--- config.mk ---
export PLATFORM = sky130hd
export DESIGN_NAME = dcg_regs
export DESIGN_NICKNAME = d
export VERILOG_FILES = /design/src/hdl/dcg_pkg.sv /design/src/hdl/dcg_regs.sv /design/src/hdl/dcg_spi_frame.sv
export SDC_FILE = /design/constraint.sdc
export NUM_CORES = 1
export LEC_CHECK = 0
export BUFFER_PORTS_ARGS = -buffer_cell sky130_fd_sc_hd__buf_2
export CORE_ASPECT_RATIO = 1.2
export CORE_UTILIZATION = 61
export CTS_CLUSTER_DIAMETER = 120
export DETAILED_ROUTE_END_ITERATION = 6
export GPL_TIMING_DRIVEN = 0
export MAX_ROUTING_LAYER = met4
export PLACE_DENSITY_LB_ADDON = 0.08
export SLEW_MARGIN = 20
export SYNTH_ARGS = -nofsm -noshare
export SYNTH_HDL_FRONTEND = slang
export SYNTH_SLANG_ARGS = --single-unit
--- constraint.sdc ---
create_clock -name clk_sys -period 3.4 [get_ports clk_sys]
set_input_delay 0.34 -clock clk_sys [delete_from_list [all_inputs] [get_ports clk_sys]]
set_output_delay 0.34 -clock clk_sys [all_outputs]
set_load 0.005 [all_outputs]
--- src/hdl/dcg_pkg.sv ---
/*
  Package for the driver configuration and global status register bank:
  command layout, register addresses, field positions, reset values,
  frequency and slew codes, and the structs that carry them.
  Assumes an 8-bit register file reached through a 16-bit serial frame.
*/
package dcg_pkg;

  ////////////////////////////////////////////////////////////////////////////
  // Frame layout
  localparam int unsigned DCG_FRAME_BITS = 16;
  localparam int unsigned DCG_BYTE_BITS = 8;
  localparam logic [4:0] DCG_CNT_ADDR_DONE = 5'h08;
  localparam logic [4:0] DCG_CNT_FRAME_DONE = 5'h10;
  localparam logic [4:0] DCG_CNT_MAX = 5'h1F;
  localparam int unsigned DCG_CMD_OP_BIT = 7;
  localparam int unsigned DCG_CMD_ADDR_HI = 6;
  localparam int unsigned DCG_CMD_ADDR_LO = 2;

  // Register addresses, bits 6..2 of the address byte
  localparam logic [4:0] DCG_ADDR_OVP_FAST = 5'h03;
  localparam logic [4:0] DCG_ADDR_OL_DT_SR = 5'h07;
  localparam logic [4:0] DCG_ADDR_GLOBAL_STATUS = 5'h06;

  ////////////////////////////////////////////////////////////////////////////
  // Field positions
  localparam int unsigned DCG_OVP_SEL_BIT = 7;
  localparam int unsigned DCG_CH3_FAST_BIT = 6;
  localparam int unsigned DCG_CH2_FAST_BIT = 5;
  localparam int unsigned DCG_CH1_FAST_BIT = 4;
  localparam int unsigned DCG_OL_DIS_BIT = 6;
  localparam int unsigned DCG_DT_SEL_BIT = 5;
  localparam int unsigned DCG_SR_HI = 2;
  localparam int unsigned DCG_SR_LO = 0;

  localparam int unsigned DCG_ST_SPI_ERR_BIT = 7;
  localparam int unsigned DCG_ST_LOAD_ERR_BIT = 6;
  localparam int unsigned DCG_ST_UV_BIT = 5;
  localparam int unsigned DCG_ST_OV_BIT = 4;
  localparam int unsigned DCG_ST_NO_POWER_ON_RESET_FLAG_BIT = 3;
  localparam int unsigned DCG_ST_TSD_BIT = 2;
  localparam int unsigned DCG_ST_TPW_BIT = 1;

  // Bits that hold storage; all others read zero
  localparam logic [7:0] DCG_OVP_FAST_MASK = 8'hF0;
  localparam logic [7:0] DCG_OL_DT_SR_MASK = 8'h67;
  localparam logic [7:0] DCG_RESET_BYTE = 8'h00;
  localparam logic [7:0] DCG_ZERO_BYTE = 8'h00;

  ////////////////////////////////////////////////////////////////////////////
  // Channel frequency field codes
  localparam logic [1:0] DCG_FREQ_CODE_STOP = 2'h0;
  localparam logic [1:0] DCG_FREQ_CODE_80 = 2'h1;
  localparam logic [1:0] DCG_FREQ_CODE_100 = 2'h2;
  localparam logic [1:0] DCG_FREQ_CODE_200 = 2'h3;

  // Resolved channel rate, one-hot
  typedef enum logic [4:0] {
    DCG_RATE_STOPPED = 5'b00001,
    DCG_RATE_80HZ = 5'b00010,
    DCG_RATE_100HZ = 5'b00100,
    DCG_RATE_200HZ = 5'b01000,
    DCG_RATE_2KHZ = 5'b10000
  } dcg_rate_t;

  // Slew rate codes, in tenths... named by rate
  typedef enum logic [2:0] {
    DCG_SR_0V35 = 3'h0,
    DCG_SR_0V2 = 3'h1,
    DCG_SR_0V5 = 3'h2,
    DCG_SR_0V6 = 3'h3,
    DCG_SR_1V7 = 3'h4,
    DCG_SR_1V0 = 3'h5,
    DCG_SR_2V4 = 3'h6,
    DCG_SR_3V0 = 3'h7
  } dcg_slew_t;

  ////////////////////////////////////////////////////////////////////////////
  // Carriers
  typedef struct packed {
    logic high_overvoltage_threshold_sel;
    logic chan3_fast_freq_override;
    logic chan2_fast_freq_override;
    logic chan1_fast_freq_override;
    logic freewheel_openload_disable;
    logic dead_time_select;
    dcg_slew_t slew_rate_select;
  } dcg_config_t;

  typedef struct packed {
    dcg_rate_t chan3_rate;
    dcg_rate_t chan2_rate;
    dcg_rate_t chan1_rate;
  } dcg_rates_t;

  typedef struct packed {
    logic supply_undervoltage;
    logic supply_overvoltage;
    logic thermal_shutdown;
    logic thermal_prewarning;
    logic load_fault_any;
  } dcg_detect_t;

endpackage : dcg_pkg

--- src/hdl/dcg_regs.sv ---
/*
  Top of the driver configuration and global status register bank: two
  configuration bytes, the latched global status byte and the decoding of
  each serial command into read, write or clear.
  Assumes the analog detectors, the per-channel fault OR and the channel
  frequency register live outside and arrive as levels.
*/
`timescale 1ns/1ps
module dcg_regs (
  // System
  input wire logic clk_sys,
  input wire logic reset_n,
  // Serial pins
  input wire logic sclk,
  input wire logic cs_n,
  input wire logic mosi,
  output logic miso_out,
  output logic miso_oe_n,
  // Detectors and channel fault summary
  input wire dcg_pkg::dcg_detect_t detect_in,
  // Channel frequency fields from the frequency register, ch3..ch1
  input wire logic [5:0] channel_frequency_select_reg,
  // Configuration and control outputs
  output dcg_pkg::dcg_config_t config_out,
  output dcg_pkg::dcg_rates_t rates_out,
  output logic outputs_disable,
  output logic [7:0] global_status_out
);
  import dcg_pkg::*;

  ////////////////////////////////////////////////////////////////////////////
  // Helpers
  function automatic dcg_rate_t dcg_resolve_rate(input logic fast, input logic [1:0] code);
    dcg_rate_t r;
    r = DCG_RATE_STOPPED;
    if (fast) begin
      r = DCG_RATE_2KHZ;
    end else if (code == DCG_FREQ_CODE_80) begin
      r = DCG_RATE_80HZ;
    end else if (code == DCG_FREQ_CODE_100) begin
      r = DCG_RATE_100HZ;
    end else if (code == DCG_FREQ_CODE_200) begin
      r = DCG_RATE_200HZ;
    end else begin
      r = DCG_RATE_STOPPED;
    end
    return r;
  endfunction : dcg_resolve_rate

  function automatic logic dcg_addr_is(input logic [7:0] cmd, input logic [4:0] addr);
    return cmd[DCG_CMD_ADDR_HI:DCG_CMD_ADDR_LO] == addr;
  endfunction : dcg_addr_is

  // Set wins over clear so an event in the clearing cycle is kept
  function automatic logic dcg_sticky_next(input logic cur, input logic evt, input logic clr);
    logic n;
    n = cur;
    if (evt) begin
      n = 1'b1;
    end else if (clr) begin
      n = 1'b0;
    end
    return n;
  endfunction : dcg_sticky_next

  ////////////////////////////////////////////////////////////////////////////
  // Declarations
  logic [7:0] ovp_fast_reg;
  logic [7:0] ol_dt_sr_reg;
  logic spi_err_reg;
  logic uv_reg;
  logic ov_reg;
  logic no_power_on_reset_flag_reg;
  logic tsd_reg;
  logic tpw_reg;
  logic [1:0] uv_sync;
  logic [1:0] ov_sync;
  logic [1:0] tsd_sync;
  logic [1:0] tpw_sync;
  logic [1:0] le_sync;
  logic [7:0] status_byte;
  logic [7:0] read_byte;
  logic addr_valid;
  logic [7:0] addr_byte;
  logic frame_done;
  logic [15:0] frame_rx;
  logic frame_err;
  logic [7:0] cmd_byte;
  logic [7:0] data_byte;
  logic cmd_op;
  logic write_ovp;
  logic write_ol;
  logic clear_status;
  logic spi_err_next;
  logic uv_next;
  logic ov_next;
  logic tsd_next;
  logic tpw_next;
  logic no_power_on_reset_flag_next;

  ////////////////////////////////////////////////////////////////////////////
  // Frame engine
  dcg_spi_frame u_frame (
    .clk_sys(clk_sys),
    .reset_n(reset_n),
    .sclk(sclk),
    .cs_n(cs_n),
    .mosi(mosi),
    .miso_out(miso_out),
    .miso_oe_n(miso_oe_n),
    .first_byte_tx(status_byte),
    .second_byte_tx(read_byte),
    .addr_valid(addr_valid),
    .addr_byte(addr_byte),
    .frame_done(frame_done),
    .frame_rx(frame_rx),
    .frame_err(frame_err)
  );

  ////////////////////////////////////////////////////////////////////////////
  // Command decode; effects happen only on a complete frame
  assign cmd_byte = frame_rx[15:8];
  assign data_byte = frame_rx[7:0];
  assign cmd_op = cmd_byte[DCG_CMD_OP_BIT];
  assign write_ovp = frame_done && cmd_op && dcg_addr_is(cmd_byte, DCG_ADDR_OVP_FAST);
  assign write_ol = frame_done && cmd_op && dcg_addr_is(cmd_byte, DCG_ADDR_OL_DT_SR);
  assign clear_status = frame_done && cmd_op && dcg_addr_is(cmd_byte, DCG_ADDR_GLOBAL_STATUS);

  ////////////////////////////////////////////////////////////////////////////
  // Detector synchronisers; stage 0 feeds only stage 1
  always_ff @(posedge clk_sys or negedge reset_n) begin
    if (!reset_n) begin
      uv_sync <= 2'h0;
    end else begin
      uv_sync <= {uv_sync[0], detect_in.supply_undervoltage};
    end
  end

  always_ff @(posedge clk_sys or negedge reset_n) begin
    if (!reset_n) begin
      ov_sync <= 2'h0;
    end else begin
      ov_sync <= {ov_sync[0], detect_in.supply_overvoltage};
    end
  end

  always_ff @(posedge clk_sys or negedge reset_n) begin
    if (!reset_n) begin
      tsd_sync <= 2'h0;
    end else begin
      tsd_sync <= {tsd_sync[0], detect_in.thermal_shutdown};
    end
  end

  always_ff @(posedge clk_sys or negedge reset_n) begin
    if (!reset_n) begin
      tpw_sync <= 2'h0;
    end else begin
      tpw_sync <= {tpw_sync[0], detect_in.thermal_prewarning};
    end
  end

  always_ff @(posedge clk_sys or negedge reset_n) begin
    if (!reset_n) begin
      le_sync <= 2'h0;
    end else begin
      le_sync <= {le_sync[0], detect_in.load_fault_any};
    end
  end

  ////////////////////////////////////////////////////////////////////////////
  // Configuration byte: threshold and fast overrides
  always_ff @(posedge clk_sys or negedge reset_n) begin
    if (!reset_n) begin
      ovp_fast_reg <= DCG_RESET_BYTE;
    end else if (write_ovp) begin
      ovp_fast_reg <= data_byte & DCG_OVP_FAST_MASK;
    end
  end

  // Configuration byte: open-load mode, dead time, slew
  always_ff @(posedge clk_sys or negedge reset_n) begin
    if (!reset_n) begin
      ol_dt_sr_reg <= DCG_RESET_BYTE;
    end else if (write_ol) begin
      ol_dt_sr_reg <= data_byte & DCG_OL_DT_SR_MASK;
    end
  end

  ////////////////////////////////////////////////////////////////////////////
  // Latched status flags. A new event wins over a clear in the same cycle,
  // and nothing but a clear command lowers a flag.
  assign spi_err_next = dcg_sticky_next(spi_err_reg, frame_err, clear_status);
  assign uv_next = dcg_sticky_next(uv_reg, uv_sync[1], clear_status);
  assign ov_next = dcg_sticky_next(ov_reg, ov_sync[1], clear_status);
  assign tsd_next = dcg_sticky_next(tsd_reg, tsd_sync[1], clear_status);
  assign tpw_next = dcg_sticky_next(tpw_reg, tpw_sync[1], clear_status);
  // Power-on marker: zero from reset until the master acknowledges by
  // clearing the status byte; after that it reports no reset since.
  assign no_power_on_reset_flag_next = no_power_on_reset_flag_reg || clear_status;

  always_ff @(posedge clk_sys or negedge reset_n) begin
    if (!reset_n) begin
      spi_err_reg <= 1'b0;
    end else begin
      spi_err_reg <= spi_err_next;
    end
  end

  always_ff @(posedge clk_sys or negedge reset_n) begin
    if (!reset_n) begin
      uv_reg <= 1'b0;
    end else begin
      uv_reg <= uv_next;
    end
  end

  always_ff @(posedge clk_sys or negedge reset_n) begin
    if (!reset_n) begin
      ov_reg <= 1'b0;
    end else begin
      ov_reg <= ov_next;
    end
  end

  always_ff @(posedge clk_sys or negedge reset_n) begin
    if (!reset_n) begin
      tsd_reg <= 1'b0;
    end else begin
      tsd_reg <= tsd_next;
    end
  end

  always_ff @(posedge clk_sys or negedge reset_n) begin
    if (!reset_n) begin
      tpw_reg <= 1'b0;
    end else begin
      tpw_reg <= tpw_next;
    end
  end

  always_ff @(posedge clk_sys or negedge reset_n) begin
    if (!reset_n) begin
      no_power_on_reset_flag_reg <= 1'b0;
    end else begin
      no_power_on_reset_flag_reg <= no_power_on_reset_flag_next;
    end
  end

  ////////////////////////////////////////////////////////////////////////////
  // Status byte and read mux
  always_comb begin
    status_byte = DCG_ZERO_BYTE;
    status_byte[DCG_ST_SPI_ERR_BIT] = spi_err_reg;
    status_byte[DCG_ST_LOAD_ERR_BIT] = le_sync[1];
    status_byte[DCG_ST_UV_BIT] = uv_reg;
    status_byte[DCG_ST_OV_BIT] = ov_reg;
    status_byte[DCG_ST_NO_POWER_ON_RESET_FLAG_BIT] = no_power_on_reset_flag_reg;
    status_byte[DCG_ST_TSD_BIT] = tsd_reg;
    status_byte[DCG_ST_TPW_BIT] = tpw_reg;
  end

  // Reads never disturb state; unmapped addresses return zero
  always_comb begin
    if (dcg_addr_is(addr_byte, DCG_ADDR_OVP_FAST)) begin
      read_byte = ovp_fast_reg;
    end else if (dcg_addr_is(addr_byte, DCG_ADDR_OL_DT_SR)) begin
      read_byte = ol_dt_sr_reg;
    end else if (dcg_addr_is(addr_byte, DCG_ADDR_GLOBAL_STATUS)) begin
      read_byte = status_byte;
    end else begin
      read_byte = DCG_ZERO_BYTE;
    end
  end

  ////////////////////////////////////////////////////////////////////////////
  // Outputs
  always_ff @(posedge clk_sys or negedge reset_n) begin
    if (!reset_n) begin
      config_out <= '0;
    end else begin
      config_out.high_overvoltage_threshold_sel <= ovp_fast_reg[DCG_OVP_SEL_BIT];
      config_out.chan3_fast_freq_override <= ovp_fast_reg[DCG_CH3_FAST_BIT];
      config_out.chan2_fast_freq_override <= ovp_fast_reg[DCG_CH2_FAST_BIT];
      config_out.chan1_fast_freq_override <= ovp_fast_reg[DCG_CH1_FAST_BIT];
      config_out.freewheel_openload_disable <= ol_dt_sr_reg[DCG_OL_DIS_BIT];
      config_out.dead_time_select <= ol_dt_sr_reg[DCG_DT_SEL_BIT];
      config_out.slew_rate_select <= dcg_slew_t'(ol_dt_sr_reg[DCG_SR_HI:DCG_SR_LO]);
    end
  end

  always_ff @(posedge clk_sys or negedge reset_n) begin
    if (!reset_n) begin
      rates_out <= {DCG_RATE_STOPPED, DCG_RATE_STOPPED, DCG_RATE_STOPPED};
    end else begin
      rates_out.chan3_rate <= dcg_resolve_rate(ovp_fast_reg[DCG_CH3_FAST_BIT],
                                               channel_frequency_select_reg[5:4]);
      rates_out.chan2_rate <= dcg_resolve_rate(ovp_fast_reg[DCG_CH2_FAST_BIT],
                                               channel_frequency_select_reg[3:2]);
      rates_out.chan1_rate <= dcg_resolve_rate(ovp_fast_reg[DCG_CH1_FAST_BIT],
                                               channel_frequency_select_reg[1:0]);
    end
  end

  // Outputs stay off until the fault flag is cleared, not just the fault
  always_ff @(posedge clk_sys or negedge reset_n) begin
    if (!reset_n) begin
      outputs_disable <= 1'b0;
    end else begin
      outputs_disable <= uv_reg || ov_reg || tsd_reg;
    end
  end

  always_ff @(posedge clk_sys or negedge reset_n) begin
    if (!reset_n) begin
      global_status_out <= DCG_RESET_BYTE;
    end else begin
      global_status_out <= status_byte;
    end
  end

endmodule : dcg_regs

--- src/hdl/dcg_spi_frame.sv ---
/*
  Serial frame engine: synchronises the serial pins, shifts a 16-bit frame
  MSB first (data out on rising clock, in on falling clock), reports the
  address byte and the finished frame, and flags malformed frames.
  Assumes the serial clock is at most a tenth of the system clock.
*/
`timescale 1ns/1ps
module dcg_spi_frame (
  // System
  input wire logic clk_sys,
  input wire logic reset_n,
  // Serial pins
  input wire logic sclk,
  input wire logic cs_n,
  input wire logic mosi,
  output logic miso_out,
  output logic miso_oe_n,
  // Register side
  input wire logic [7:0] first_byte_tx,
  input wire logic [7:0] second_byte_tx,
  output logic addr_valid,
  output logic [7:0] addr_byte,
  output logic frame_done,
  output logic [15:0] frame_rx,
  output logic frame_err
);
  import dcg_pkg::*;

  logic [2:0] sclk_sync;
  logic [2:0] cs_sync;
  logic [1:0] mosi_sync;
  logic [4:0] bit_cnt_reg;
  logic [15:0] rx_reg;
  logic [15:0] tx_reg;
  logic sclk_rise;
  logic sclk_fall;
  logic cs_fall;
  logic cs_rise;
  logic selected;

  ////////////////////////////////////////////////////////////////////////////
  // Stage 0 only feeds stage 1; edges come from stages 1 and 2
  always_ff @(posedge clk_sys or negedge reset_n) begin
    if (!reset_n) begin
      sclk_sync <= 3'h0;
      cs_sync <= 3'h7;
      mosi_sync <= 2'h0;
    end else begin
      sclk_sync <= {sclk_sync[1:0], sclk};
      cs_sync <= {cs_sync[1:0], cs_n};
      mosi_sync <= {mosi_sync[0], mosi};
    end
  end

  assign selected = !cs_sync[1];
  assign sclk_rise = selected && sclk_sync[1] && !sclk_sync[2];
  assign sclk_fall = selected && !sclk_sync[1] && sclk_sync[2];
  assign cs_fall = !cs_sync[1] && cs_sync[2];
  assign cs_rise = cs_sync[1] && !cs_sync[2];

  ////////////////////////////////////////////////////////////////////////////
  // Receive side
  always_ff @(posedge clk_sys or negedge reset_n) begin
    if (!reset_n) begin
      bit_cnt_reg <= 5'h00;
      rx_reg <= 16'h0000;
    end else if (cs_fall) begin
      bit_cnt_reg <= 5'h00;
    end else if (sclk_fall) begin
      rx_reg <= {rx_reg[14:0], mosi_sync[1]};
      if (bit_cnt_reg != DCG_CNT_MAX) begin
        bit_cnt_reg <= bit_cnt_reg + 5'h01;
      end
    end
  end

  // Pulses for the register side
  always_ff @(posedge clk_sys or negedge reset_n) begin
    if (!reset_n) begin
      addr_valid <= 1'b0;
      addr_byte <= 8'h00;
      frame_done <= 1'b0;
      frame_rx <= 16'h0000;
      frame_err <= 1'b0;
    end else begin
      addr_valid <= sclk_fall && (bit_cnt_reg == DCG_CNT_ADDR_DONE - 5'h01);
      if (sclk_fall && (bit_cnt_reg == DCG_CNT_ADDR_DONE - 5'h01)) begin
        addr_byte <= {rx_reg[6:0], mosi_sync[1]};
      end
      frame_done <= cs_rise && (bit_cnt_reg == DCG_CNT_FRAME_DONE);
      frame_err <= cs_rise && (bit_cnt_reg != DCG_CNT_FRAME_DONE);
      if (cs_rise) begin
        frame_rx <= rx_reg;
      end
    end
  end

  ////////////////////////////////////////////////////////////////////////////
  // Transmit side: status byte first, addressed byte second
  always_ff @(posedge clk_sys or negedge reset_n) begin
    if (!reset_n) begin
      tx_reg <= 16'h0000;
      miso_out <= 1'b0;
    end else if (cs_fall) begin
      tx_reg <= {first_byte_tx, DCG_ZERO_BYTE};
    end else if (addr_valid) begin
      tx_reg <= {second_byte_tx, DCG_ZERO_BYTE};
    end else if (sclk_rise) begin
      miso_out <= tx_reg[15];
      tx_reg <= {tx_reg[14:0], 1'b0};
    end
  end

  always_ff @(posedge clk_sys or negedge reset_n) begin
    if (!reset_n) begin
      miso_oe_n <= 1'b1;
    end else begin
      miso_oe_n <= !selected;
    end
  end

endmodule : dcg_spi_frame

### After elaboration in Yosys (flattened, before gate mapping)

Cells that the tools add are included.

| cells by class | value |
|---|---|
| muxes and demuxes | 27 |
| bitwise logic cells | 2 |
| eq/ne operators | 19 |
| add/subtract/negate cells | 1 |
| reductions and logical operators | 31 |

Operator list:

| operator | number |
|---|---|
| $mux W16 | 3 |
| $mux W5 | 7 |
| $mux W4 | 8 |
| $eq A5 B3 Y1 const B | 5 |
| $mux W8 | 3 |
| $reduce_bool A2 Y1 | 7 |
| $logic_and A1 B1 Y1 | 13 |
| $eq A2 B2 Y1 const B | 6 |
| $eq A5 B2 Y1 const B | 2 |
| $ne A5 B5 Y1 const B | 2 |
| $eq A2 B1 Y1 const B | 3 |
| $mux W1 | 6 |
| $add A5 B1 Y5 const B | 1 |
| $eq A5 B5 Y1 const B | 1 |
| $logic_not A1 Y1 | 4 |
| $reduce_and A2 Y1 | 2 |
| $logic_or A1 B1 Y1 | 3 |
| $reduce_and A3 Y1 | 1 |
| $reduce_bool A3 Y1 | 1 |
| $not A1 Y1 | 2 |

| storage, ports and cells | value |
|---|---|
| word-level logic and storage cells | 118 |
| bits in registers | 130 |

### Depth between registers and ports, before layout

| depth | value |
|---|---|
| word-level depth | 6 |
| gate-level depth with buffers | 7 |

### Cells and area by module

Synthesis repeated with hierarchy kept, for this count alone.

| second synthesis, totals | value |
|---|---|
| cells, all modules | 301 |
| area total of the unflattened synthesis | 4,460.5 um^2 |

Modules (own cells, without submodules):

| module | cells each | area an instance (um^2) | times used |
|---|---|---|---|
| dcg_spi_frame | 186 | 2,645.0 | 1 |
| dcg_regs | 115 | 1,815.5 | 1 |

### Least setup slack after synthesis

OpenSTA, ideal clock, no wires.

| timing path | value |
|---|---|
| kind | flip-flop to flip-flop |
| start point | register u_frame.bit_cnt_reg[0] |
| end point | register u_frame.bit_cnt_reg[3] |
| arrival time | 1,815 ps |
| buffers on the path | 0 |
| period minus slack after synthesis | 1,936 ps |
| cell stages (with the launch flop) | 8 |
| path slack | 1,464 ps |
| required time | 3,279 ps |
| path through | dfrtp_1 ha_1 and3_1 ha_1 nor4b_2 nand4_1 xor2_1 nor2_1 |

| between the ends | value |
|---|---|
| cells in the longest elaborated chain, start to end | 4 |

Ends and longest elaborated chain:

| what | line | RTL |
|---|---|---|
| from (decl) | dcg_spi_frame.sv:32 | `logic [4:0] bit_cnt_reg;` |
| from (signal assigned) | dcg_spi_frame.sv:72 | `bit_cnt_reg <= bit_cnt_reg + 5'h01;` |
| $add A5 B1 Y5 | dcg_spi_frame.sv:72 |  |
| $mux W5 | dcg_spi_frame.sv:71 | `if (bit_cnt_reg != DCG_CNT_MAX) begin` |
| $mux W5 | dcg_spi_frame.sv:69 | `end else if (sclk_fall) begin` |
| $mux W5 | dcg_spi_frame.sv:67 | `end else if (cs_fall) begin` |

Parallel ways exist; a longest one is shown, timed or not. The select of a mux whose other input is x is not followed.
A chain may end at the register's enable or synchronous reset.

### Worst setup path in the final report

Ends and elaborated chain as after synthesis.

==> key figures <==
Min path
  • HP Class: input port to flop
  • Hold depth: 2
  • Hold Crit Start: channel_frequency_select_reg[3]

Place
  • GP Congestion: 0.822
  • Pre-CTS setup slack: 1.26 ns
  • Port Buf Inserts: 49
  • Hpwl dp: 4.77 mm

Detailed routing
  • Routed wire length: 8.28 mm
  • Drt wl/cell: roughly 17 µm
  • DRT Pass-1 Iters: 4
  • Via/cell ratio: 5.44
  • # DRC: 0
  • Detailed-route via count: 2715
  • Initial DRC count: roughly 220
  • Post-route ant nets: 0

GRT
  • Largest net degree at the start of global routing: 78
  • Initial antenna violation count: 0
  • Global routing met2 resource utilization: 42.4%
  • First-pass GRT wire length: 13.6 mm
  • Grt ovf: 0
  • GRT Overall Usage: 26.5%
  • Grt met1 use: 31.2%
  • Layer with the highest usage: met2
  • Vias in the first global route: approximately 2.8k
  • M3 GR Usage: 8.49%

Pwr
  • Leakage: 2.62 nW
  • Max VDD drop: approximately 0.00049 V
  • P per Cell Area: 625 nW/µm²

Cells and area
  • Nets: 420
  • Most common cell after layout, fill and taps aside: dfrtp_1
  • Layout area overhead: 26.2%
  • Max reg flops: 16
  • Most frequent cells in the layout: dfrtp_1, buf_2, nand2_1
  • Filler instances: 376
  • Share of cells above drive strength 1: 32.6%
  • Register area: 2840 µm²
  • Final Core Density: between 80% and 90%
  • Antenna cell count: 0
  • Multi-input gate area: approximately 1300 µm²

Clock network
  • Hold-fix buffers at CTS: 15
  • Clk_lat worst skew: 0.52 ns
  • CTS tree: done
  • Gates resized, CTS repair: 0
  • Root Buffer: clkbuf_8
  • CTS buffer count: 17
  • Postcts setup bufs: 0
  • H-tree depth: 4
  • Clock slew at reported path FFs: around 0.060 ns
  • Clock buffer depth: 2
  • Num Clock Sinks: 113

Timing
  • Slew @ Worst Pin: 0.827 ns
  • Worst Skew: about 0.011 ns
  • Fmax: 467 MHz
  • # setup viols final: 0
  • Setup ws final: 1.26 ns
  • Final period util: 63.0%
  • Slew HR: between 40 and 50%
  • Setup TNS: 0 ns
  • Unrepaired setup endpoints after global routing: false
  • Final Hold Vio Count: 0
  • Tmin final: roughly 2.1 ns
  • Fin. max-slew vios: 0

Worst setup path
  • Worst Path Arrival: 2.54 ns
  • FF-to-FF path depth: 7
  • Crit-path cells: ha_1 > and3_1 > ha_1 > nor4b_2 > nand4_1 > xor2_1 > nor2_1
  • Slowest Stage Delay on Critical Path: 0.58 ns
  • Critical Path RT: 3.80 ns
  • CP dominant cell by count: ha_1
  • Crit end category: flop
  • CP top delay family: simple AND/OR/NAND/NOR gates
  • Crit path launch: u_frame.bit_cnt_reg[0]
  • Startpoint Class: flop
  • Worst setup path class: flop to flop
  • Slowest CP cell: nor4b_2
  • Worst reg2reg path startpoint: u_frame.bit_cnt_reg[0]
  • Crit path depth: 7
  • Worst-path fanout max: 5
  • WP buf/inv: 0

Yosys
  • Area fraction of the dominant cell type after synthesis: 63.4%
  • Post-synth cell types: 48
  • Synth Register Bits: 113
  • Synth top area cells: dfrtp_1, mux2_2, nand2_1, dfstp_2, mux2_4
  • Ys flop type: dfrtp_1
  • Asr flop ratio synth: between 90% and 100%
  • EDFF count, synth: 0
  • Biggest area consumer among synthesized cells: dfrtp_1
  • Post-Syn Instances: 317
  • Synthesis Warnings: 0
  • Syn Nets: 336
  • Seq/Total Area, Yosys: 67.1%
  • Cell area after synthesis: 4230 µm²
  • Mean Syn Cell Area: between 10 and 15 µm²

Die
  • Core area: 6570 µm²
  • Full die area: 7260 µm²
  • Die height: 93.2 µm
  • Top-Level Pins: 51
  • Initial Util: between 60% and 70%
  • Number of placement rows: 32
  • Die width: ~80 µm

Flow run
  • MaxCap Viol Count: 0

Outcome
  • Status: finished, final reports clean
power by group:
part	switching (mW)	internal [mW]
logic	0.0995	0.0899
registers	0.0520	1.42
clock network	0.604	1.06
total	0.755	2.58
worst paths after layout:
check	end	slack [ns]
min in group asynchronous	global_status_out[5]	0.29
max reg2reg	u_frame.bit_cnt_reg[3]	1.26
min reg2reg	tsd_sync[1]	0.35
max	u_frame.bit_cnt_reg[3]	1.26
max in group asynchronous	rates_out[10]	2.41
min	rates_out[6]	0.04
Yosys cell counts, drive strengths merged (4+ instances only):
library cell,n
mux2,31
inv,7
a21o,5
nand2b,6
nor2,12
clkbuf,4
buf,9
a21oi,4
and3,5
nor3,11
o221ai,4
nand2,49
dfrtp,107
nor3b,6
dfstp,6
nand3,4
area by class of cell:
class,count,area share (%)
sequential,113,53.2
tap,85,1.99
clock buffer,20,8.17
inverter,7,0.493
multi-input combinational,184,24.0
clock inverter,12,2.53
buffer,13,1.55
timing repair buffer,65,8.05
per-stage QoR:
step                hold slack [ns]  instance area (µm²)  power [mW]  std cells
floorplan                    0.0444                 4230        1.58        317
global placement              0.333                 4580        1.65        451
detailed placement            0.258                 4610        1.67        452
CTS                          0.0174                 5330        3.35        499
global route                 0.0264                 5330        3.45        499
finish                       0.0368                 5330        3.33        499
metal layers:
layer,share of wire (%),vias to the layer above
met3,5.0,15
met1,42,1331
met4,1.7,0
met5,0,-
li1,-,1264
met2,51,105
logic make-up after synthesis:
family                     after synthesis  synth area share, %
buffers and inverters                   20                 2.58
xor gates and xnor gates                 3                0.622
adders and majority gates                3                0.888
DFF                                    113                 67.1
other                                    1               0.0888
AOI/OAI and AO/OA                       29                 5.27
and+or+nand+nor                        115                 14.3
muxes                                   33                 9.18
No activity file was read; power rests on OpenSTA's default activity.
